### config.mk
export PLATFORM = sky130hd
export DESIGN_NAME = pbc_basic_control
export DESIGN_NICKNAME = d
export VERILOG_FILES = /design/src/include/pbc_pkg.sv /design/src/hw/pbc_basic_control.sv
export SDC_FILE = /design/constraint.sdc
export NUM_CORES = 1
export LEC_CHECK = 0
export ABC_CLOCK_PERIOD_IN_PS = 1800
export BUFFER_PORTS_ARGS = -buffer_cell sky130_fd_sc_hd__buf_2
export CORE_MARGIN = 4
export CORE_UTILIZATION = 43
export CTS_CLUSTER_SIZE = 28
export DETAILED_ROUTE_END_ITERATION = 6
export GPL_TIMING_DRIVEN = 0
export PLACE_DENSITY = 0.84
export SYNTH_ARGS = -nofsm -noshare
export SYNTH_HDL_FRONTEND = slang
export SYNTH_SLANG_ARGS = --single-unit
### constraint.sdc
create_clock -name clk -period 1.8 [get_ports clk]
set_input_delay 0.18 -clock clk [delete_from_list [all_inputs] [get_ports clk]]
set_output_delay 0.18 -clock clk [all_outputs]
set_load 0.01 [all_outputs]
### src/include/pbc_pkg.sv
`default_nettype none
package pbc_pkg;
    // ***********************************************
    // Management addressing
    // ***********************************************
    localparam logic [4:0] PHY_MGMT_ADDRESS      = 5'h01;
    localparam logic [4:0] REG_BASIC_CONTROL     = 5'h00;
    localparam logic [4:0] REG_BASIC_STATUS      = 5'h01;
    // ***********************************************
    // Control field positions
    // ***********************************************
    localparam int BIT_RESET    = 15;
    localparam int BIT_LOOPBACK = 14;
    localparam int BIT_SPEED    = 13;
    localparam int BIT_ANEG_EN  = 12;
    localparam int BIT_LOW_POWER_REQUEST    = 11;
    localparam int BIT_RESTART  = 9;
    localparam int BIT_DUPLEX   = 8;
    localparam int BIT_COLTEST  = 7;
    localparam logic [15:0] CTRL_RESET_VAL  = 16'h3100;
    localparam logic [15:0] CTRL_WRITE_MASK = 16'hF980;
    // Fixed abilities, bits 15..11
    localparam logic [4:0]  STATUS_ABILITY  = 5'h0F;
    localparam int          STATUS_ABIL_LSB = 11;
    // ***********************************************
    // Carriers
    // ***********************************************
    typedef struct packed {
        logic        wr;
        logic        rd;
        logic [4:0]  phy_addr;
        logic [4:0]  reg_addr;
        logic [15:0] wdata;
    } pbc_mgmt_req_s;
    typedef struct packed {
        logic [3:0] txd;
        logic       tx_en;
    } pbc_mii_tx_s;
    typedef struct packed {
        logic [3:0] rxd;
        logic       rx_dv;
        logic       col;
    } pbc_mii_rx_s;
endpackage
`default_nettype wire

### src/hw/pbc_basic_control.sv
// Operation
// - Writing bit 15 resets the transceiver and all registers; bit self-clears.
// - Bit 14 loops MAC transmit nibble to receive output, medium isolated.
// - Loopback passes through internal registered stages, exercising digital logic.
// - Bit 13 selects 100 Mb/s when one, 10 Mb/s when zero; resets one.
// - With autoneg on, speed and duplex bits ignore writes and do nothing.
// - Bit 12 enables auto-negotiation; resets to one.
// - With autoneg off, speed follows bit 13 and duplex bit 8.
// - Bit 11 requests low-power state.
// - Management reads and writes still answered while powered down.
// - Autoneg starts at power-up; bit 9 restarts it and self-clears.
// - Bit 8 selects full duplex when one, half when zero; resets one.
// - With bit 7 set, COL follows TX_EN from the MAC.
// - Coding sublayer bypass high suppresses the collision test.
// - Collision test works regardless of duplex mode.
// - Status bits 15..11 show fixed abilities, unaffected by control writes.
// - Only physical address 00001b is answered.
`timescale 1ns/1ps
`default_nettype none
module pbc_basic_control
    import pbc_pkg::*;
(
    // Clock and reset
    input  wire logic          clk,
    input  wire logic          reset,
    // Management access
    input  wire pbc_mgmt_req_s mgmt_req,
    output var  logic [15:0]   mgmt_rdata,
    output var  logic          mgmt_rvalid,
    // MII towards MAC
    input  wire pbc_mii_tx_s   mac_tx,
    output var  pbc_mii_rx_s   mac_rx,
    // Medium side
    input  wire pbc_mii_rx_s   line_rx,
    output var  pbc_mii_tx_s   line_tx,
    // Vendor control and status
    input  wire logic          coding_sublayer_bypass,
    input  wire logic          link_status,
    input  wire logic          autoneg_complete,
    // Core controls
    output var  logic          core_reset,
    output var  logic          speed_100,
    output var  logic          full_duplex,
    output var  logic          autoneg_enable,
    output var  logic          autoneg_restart,
    output var  logic          low_power_request,
    output var  logic          digital_loopback_en
);
    // ***********************************************
    // Address decode
    // ***********************************************
    function automatic logic hit(input pbc_mgmt_req_s r, input logic [4:0] ra);
        hit = (r.phy_addr == PHY_MGMT_ADDRESS) && (r.reg_addr == ra);
    endfunction

    // Old enable bit decides, so one write cannot unlock and force together
    function automatic logic [15:0] write_mask(input logic aneg_on);
        write_mask = CTRL_WRITE_MASK;
        if (aneg_on) begin
            write_mask[BIT_SPEED]  = 1'b0;
            write_mask[BIT_DUPLEX] = 1'b0;
        end
    endfunction

    function automatic logic [15:0] merge(input logic [15:0] old_val,
                                          input logic [15:0] new_val,
                                          input logic [15:0] mask);
        merge = (old_val & ~mask) | (new_val & mask);
    endfunction

    // ***********************************************
    // Control register
    // ***********************************************
    logic [15:0] ctrl_q;
    logic [15:0] ctrl_d;
    logic [15:0] wmask;
    logic        ctrl_wr;

    always_comb begin
        // Power-down does not gate this path
        ctrl_wr = mgmt_req.wr && hit(mgmt_req, REG_BASIC_CONTROL);
        wmask   = write_mask(ctrl_q[BIT_ANEG_EN]);
        ctrl_d  = ctrl_q;
        if (ctrl_wr) begin
            ctrl_d = merge(ctrl_q, mgmt_req.wdata, wmask);
            if (mgmt_req.wdata[BIT_RESET]) begin
                // Other written bits are dropped on a soft reset
                ctrl_d = CTRL_RESET_VAL;
            end
        end
        ctrl_d[BIT_RESET]   = 1'b0;
        ctrl_d[BIT_RESTART] = 1'b0;
    end

    always_ff @(posedge clk) begin
        if (reset) begin
            ctrl_q <= CTRL_RESET_VAL;
        end else begin
            ctrl_q <= ctrl_d;
        end
    end

    // ***********************************************
    // Self-clearing pulses
    // ***********************************************
    logic        por_q;
    logic        por_d;
    logic        rst_pulse_q;
    logic        rst_pulse_d;
    logic        restart_q;
    logic        restart_d;

    always_comb begin
        por_d       = 1'b0;
        rst_pulse_d = 1'b0;
        // Power-up start rides on the first cycle out of reset
        restart_d   = por_q;
        if (ctrl_wr && mgmt_req.wdata[BIT_RESTART]) begin
            restart_d = 1'b1;
        end
        if (ctrl_wr && mgmt_req.wdata[BIT_RESET]) begin
            rst_pulse_d = 1'b1;
            restart_d   = 1'b1;
        end
    end

    always_ff @(posedge clk) begin
        if (reset) begin
            por_q       <= 1'b1;
            rst_pulse_q <= 1'b0;
            restart_q   <= 1'b0;
        end else begin
            por_q       <= por_d;
            rst_pulse_q <= rst_pulse_d;
            restart_q   <= restart_d;
        end
    end

    // ***********************************************
    // Read path
    // ***********************************************
    logic [15:0] status_w;
    logic [15:0] rdata_d;
    logic [15:0] rdata_q;
    logic        rvalid_d;
    logic        rvalid_q;

    always_comb begin
        status_w = 16'h0000;
        // Hard-wired, never taken from control
        status_w[STATUS_ABIL_LSB +: 5] = STATUS_ABILITY;
        status_w[5] = autoneg_complete;
        status_w[3] = ctrl_q[BIT_ANEG_EN];
        status_w[2] = link_status;
        status_w[0] = 1'b1;
    end

    always_comb begin
        rvalid_d = mgmt_req.rd && (mgmt_req.phy_addr == PHY_MGMT_ADDRESS);
        rdata_d  = 16'h0000;
        if (rvalid_d) begin
            case (mgmt_req.reg_addr)
                REG_BASIC_CONTROL: rdata_d = ctrl_q & CTRL_WRITE_MASK;
                REG_BASIC_STATUS:  rdata_d = status_w;
                // Unsupported registers read as zero
                default:           rdata_d = 16'h0000;
            endcase
        end
    end

    always_ff @(posedge clk) begin
        if (reset) begin
            rdata_q  <= 16'h0000;
            rvalid_q <= 1'b0;
        end else begin
            rdata_q  <= rdata_d;
            rvalid_q <= rvalid_d;
        end
    end

    // ***********************************************
    // Datapath: loopback stages
    // ***********************************************
    // Two registered stages so loopback walks through internal logic
    pbc_mii_tx_s lb_s1_q;
    pbc_mii_tx_s lb_s1_d;
    pbc_mii_tx_s lb_s2_q;
    pbc_mii_tx_s lb_s2_d;

    always_comb begin
        lb_s1_d = mac_tx;
        lb_s2_d = lb_s1_q;
    end

    always_ff @(posedge clk) begin
        if (reset) begin
            lb_s1_q <= '0;
            lb_s2_q <= '0;
        end else begin
            lb_s1_q <= lb_s1_d;
            lb_s2_q <= lb_s2_d;
        end
    end

    // ***********************************************
    // MII steering and collision test
    // ***********************************************
    pbc_mii_rx_s rx_q;
    pbc_mii_rx_s rx_d;
    pbc_mii_tx_s ltx_q;
    pbc_mii_tx_s ltx_d;
    logic        coltest;

    always_comb begin
        // Duplex intentionally not in this term
        coltest = ctrl_q[BIT_COLTEST] && !coding_sublayer_bypass;
        if (ctrl_q[BIT_LOOPBACK]) begin
            rx_d.rxd   = lb_s2_q.txd;
            rx_d.rx_dv = lb_s2_q.tx_en;
            rx_d.col   = coltest && mac_tx.tx_en;
            ltx_d      = '0;
        end else begin
            rx_d.rxd   = line_rx.rxd;
            rx_d.rx_dv = line_rx.rx_dv;
            rx_d.col   = coltest ? mac_tx.tx_en : line_rx.col;
            ltx_d      = ctrl_q[BIT_LOW_POWER_REQUEST] ? '0 : mac_tx;
        end
    end

    always_ff @(posedge clk) begin
        if (reset) begin
            rx_q    <= '0;
            ltx_q   <= '0;
        end else begin
            rx_q    <= rx_d;
            ltx_q   <= ltx_d;
        end
    end

    // ***********************************************
    // Outputs
    // ***********************************************
    always_comb begin
        mgmt_rdata          = rdata_q;
        mgmt_rvalid         = rvalid_q;
        mac_rx              = rx_q;
        line_tx             = ltx_q;
        core_reset          = rst_pulse_q;
        // Autoneg result owns mode when enabled; core ignores these then
        speed_100           = ctrl_q[BIT_SPEED];
        full_duplex         = ctrl_q[BIT_DUPLEX];
        autoneg_enable      = ctrl_q[BIT_ANEG_EN];
        autoneg_restart     = restart_q;
        low_power_request   = ctrl_q[BIT_LOW_POWER_REQUEST];
        digital_loopback_en = ctrl_q[BIT_LOOPBACK];
    end
endmodule
`default_nettype wire

# == Word level (Yosys, flattened, before mapping) ==
# Index checks and enable logic that the tools add are counted.
# totals
register_bits,57
in_bits,44
# classes
n_eq_ne,2
mux,9
bitwise,5
reduce_logical,11
# ops
cell,n
bitwise AND 16 bit,2
one-hot mux 16 bit (2 select lines),1
2-to-1 mux 16 bit,1
inverter 16 bit,1
OR 16 bit,1
"equality test 5 x 1 -> 1 bit, second input constant",2
logical AND 1 bit,7
2-to-1 mux 1 bit,6
2-to-1 mux 6 bit,1
zero test 5 bit,1
OR reduction 3 bit,1
OR reduction 2 bit,1
zero test 1 bit,1
inverter 1 bit,1

# == Logic depth before layout (Yosys ltp) ==
# logic_depth
ltp_word,6
mapped_depth,5

# == Worst setup path before layout ==
# OpenSTA, ideal clock, no wires.
# synth_timing
path_type,input-to-reg
start,input mgmt_req[24] (netlist bit)
end,register ctrl_q[7]
t_arrival_ps,1423
required_ps,1673
setup_slack_ps,250
stages,5
path_buffers,1
cell_sequence,or4b_4 -> nor4_4 -> buf_6 -> mux2i_1 -> nor2_1
# synth_via
elab_chain_len,3
# synth_lines
element,line,rtl
from (decl),pbc_basic_control.sv:27,"input wire pbc_mgmt_req_s mgmt_req,"
equality test 5 x 1 -> 1 bit,pbc_basic_control.sv:53,hit = (r.phy_addr == PHY_MGMT_ADDRESS) && (r.reg_addr == ra);
logical AND 1 bit,pbc_basic_control.sv:53,
logical AND 1 bit,pbc_basic_control.sv:81,"ctrl_wr = mgmt_req.wr && hit(mgmt_req, REG_BASIC_CONTROL);"
to (signal assigned),pbc_basic_control.sv:99,ctrl_q <= ctrl_d;
to (decl),pbc_basic_control.sv:74,logic [15:0] ctrl_q;
# No other way between the ends.
# A chain may end at the register's enable or synchronous reset.

# == Worst setup path after layout ==
# layout_timing
start,input reset
end,register rdata_q[12] (netlist: mgmt_rdata[12])
# layout_via
elab_chain_len,1
# layout_lines
element,line,rtl
from (decl),pbc_basic_control.sv:25,"input wire logic reset,"
OR reduction 2 bit (no source line),--,
to (signal assigned),pbc_basic_control.sv:176,rdata_q <= rdata_d;
to (decl),pbc_basic_control.sv:144,logic [15:0] rdata_q;
# No other way between the ends.

==> impl_results.md <==
- Most frequent cells in the layout: buf_2 (63), dfxtp_1 (41), nor2b_1 (11)
- Crit-path cells: dlygate4sd3_1, buf_2, clkbuf_1, nor4b_4, nor3b_4, a21o_2
- Worst IR Drop VDD: 0.4133 mV
- Vias in the first global route: 1101
- RSZ-0062 raised after global routing: no
- Vias per inst: 4.510
- Final Cell Area: 0.001926 mm^2
- #FFs+latches synth: 41
- CTS root buf: clkbuf_4
- Hold Path Class: in -> reg
- Post-route setup slack: 0.1241 ns
- Post-CTS Hold Buffers: 1
- CP startpoint kind: input pin
- Diode count: 0
- First-pass GRT wire length: 4.712 mm
- Antenna violations before repair: 0
- Max Clock Skew: 0.01456 ns
- YS warnings: 0
- Largest net degree at the start of global routing: 15
- GRT overflow: 0
- R2r endpoint: mac_rx[2]$_SDFF_PP0_
- CP arrival: 1.97 ns
- Reg2Reg Setup Slack: 0.48 ns
- Post-CTS Resized: 0
- Setup bufs post-CTS: 0
- Status: finished clean
- Place WS: -0.004477 ns
- DRT Pass-1 Iters: 4
- Fillers: 277
- Pins over their slew limit: 0
- CP endpoint kind: register
- Core box area: 0.003103 mm^2
- TritonCTS clock tree: yes
- CP bufs+invs: 3
- Crit path time final: 1.676 ns
- Fin. Hold Viols: 0
- Tcrit/Tclk final: 93.11%
- Die ar.: 0.004286 mm^2
- CP Max Fanout: 9
- Most common cell after layout, fill and taps aside: buf_2
- Unique cell type count in the Yosys netlist: 33
- Initial core utilization: 45.77%
- Die Width: 65.47 um
- Post-DRT Antenna Nets: 0
- Synthesis-to-layout area growth: 35.59%
- Synthesized area: 0.001420 mm^2
- Upper clock frequency limit: 596.7 MHz
- Final setup vio count: 0
- H-tree depth: 2
- Total Wirelength: 2.957 mm
- Routability cong.: 0.6906
- Total clock sinks: 41
- Max-Cap Viols: 0
- TritonCTS Buffers: 5
- Dpl hpwl: 2.380 mm
- Worst hold margin: 0.04072 ns
- Layout cell share with drive strength beyond 1: 41.87%
- Clock Pin Slew Worst Setup and Hold Paths: 0.11 ns
- Chip Height: 65.47 um
- DP Area: 0.001809 mm^2
- Critical Path RT: 2.09 ns
- # port buffers: 63
- Slew Limit Headroom: 62.74%
- WHS Endpoint: mgmt_rdata[5]$_SDFF_PP0_
- Clk buf depth: 2
- # rows: 20
- Worst-case reg-to-reg path depth: 3
- WS Path Type: in -> reg
- Pwr dens: 934.7 mW/mm^2
- Cell family with most CP delay: buffers and inverters
- Leakage: 0.9571 nW
- WL/cell: 11.97 um
- Via count of the routed design: 1114
- Total track usage: 14.79%
- Worst hold path stage count: 2
- Slowest cell on the critical path: dlygate4sd3_1
- Sequential share of the synthesized area: 57.80%
- Initial drt markers: 28
- Top Ports: 79
- # nets final: 246
- # DRC: 0
- Reg2reg start: ctrl_q[14]$_SDFFE_PP0N_
- Hold wc startpoint: autoneg_complete
- Cells after synthesis: 126
- Crit path largest cell delay: 0.53 ns
- Avg Inst Size Synth: 11.27 um^2
- Worst Tran Pin Value: 0.5590 ns
- Clk_lat worst skew: 0.35 ns
synth_stat cells:
| master | count | area (um^2) |
|---|---|---|
| conb_1 | 1 | 3.750 |
| buf_6 | 2 | 22.52 |
| o21ai_0 | 1 | 5.000 |
| nand3_1 | 1 | 5.000 |
| or4_4 | 1 | 11.26 |
| nand2b_1 | 4 | 25.02 |
| nor4_4 | 1 | 21.27 |
| nor3b_4 | 1 | 18.77 |
| nor2_1 | 8 | 30.03 |
| and2_1 | 5 | 31.28 |
| nor3_1 | 2 | 10.01 |
| o21bai_1 | 2 | 15.01 |
| a211oi_1 | 1 | 7.510 |
| clkbuf_1 | 4 | 15.01 |
| o21ai_1 | 1 | 5.000 |
| a21o_1 | 3 | 22.52 |
| nor4b_1 | 2 | 17.52 |
| nor4_1 | 1 | 6.260 |
| buf_4 | 6 | 45.04 |
| a21o_2 | 1 | 8.760 |
| nand3b_1 | 1 | 7.510 |
| nor2b_1 | 11 | 68.82 |
| nor4b_4 | 1 | 23.77 |
| mux2i_1 | 6 | 60.06 |
| inv_1 | 3 | 11.26 |
| nor3b_1 | 5 | 37.54 |
| dfxtp_1 | 41 | 820.8 |
| and3_1 | 1 | 6.260 |
| or4b_4 | 1 | 13.76 |
| a31oi_1 | 1 | 6.260 |
| and3b_1 | 1 | 8.760 |
| a21oi_1 | 5 | 25.02 |
| buf_1 | 1 | 3.750 |
power by group:
part	total, W	switching (W)	internal (W)	leakage, nW
logic	0.000130	0.0000623	0.0000677	0.565
clock network	0.000732	0.000295	0.000437	0.0558
registers	0.000938	0.00000518	0.000933	0.336
total	0.00180	0.000362	0.00144	0.957
sequential cells by signal (all words and copies together) (netlist names):
| signal | flops |
|---|---|
| autoneg_restart | 1 |
| core_reset | 1 |
| ctrl_q | 6 |
| lb_s1_q | 5 |
| lb_s2_q | 5 |
| line_tx | 5 |
| mac_rx | 6 |
| mgmt_rdata | 10 |
| mgmt_rvalid | 1 |
| por_q | 1 |
layout make-up:
type                            instances  area, um^2  area share [%]
Tap cell                               44       55.05           2.859
Sequential cell                        41       820.8           42.63
Timing Repair Buffer                   64       325.3           16.89
Buffer                                 13       86.33           4.483
Inverter                                3       11.26          0.5848
Clock buffer                            5       37.54           1.949
Clock inverter                          3       68.82           3.574
Multi-Input combinational cell         74       520.5           27.03
cell families after synthesis:
kind of cell,count (synthesis),synth area share [%]
and+or+nand+nor,47,24.14
buffers and inverters,16,6.871
other,1,0.2641
DFF,41,57.80
muxes,6,4.229
AOI/OAI and AO/OA,15,6.695
worst max path at each step:
stage                             from                         to  slack [ns]  depth (start not counted)
final                            reset  mgmt_rdata[12]$_SDFF_PP0_        0.12                          6
after global routing             reset  mgmt_rdata[12]$_SDFF_PP0_        0.04                          6
after CTS                        reset   mgmt_rdata[7]$_SDFF_PP0_        0.12                          6
after detailed placement  mgmt_req[24]     ctrl_q[7]$_SDFFE_PP0N_      -0.004                          6
after global placement    mgmt_req[24]     ctrl_q[7]$_SDFFE_PP0N_        0.04                          6
after floorplan           mgmt_req[24]     ctrl_q[7]$_SDFFE_PP0N_        0.25                          5
per-stage QoR:
step / power (W) / std cells / TNS, ns / utilization [%]
after floorplan: 0.001023 / 131 / 0 / -
after global placement: 0.001083 / 238 / 0 / 58.31
after detailed placement: 0.001087 / 238 / -0.004477 / 58.31
after CTS: 0.001809 / 247 / 0 / 62.06
after global routing: 0.001878 / 247 / 0 / 62.06
final: 0.001800 / 247 / 0 / 62.06
layer usage:
metal  share of wire, %  vias up  global-route usage, %
met5                  0        -                      0
met4                1.7        0                  6.218
met3                9.0        5                  5.812
met2                 48       57                  26.68
met1                 41      493                  15.02
li1                   -      559                      -
Power figures use the tool's default switching activity.
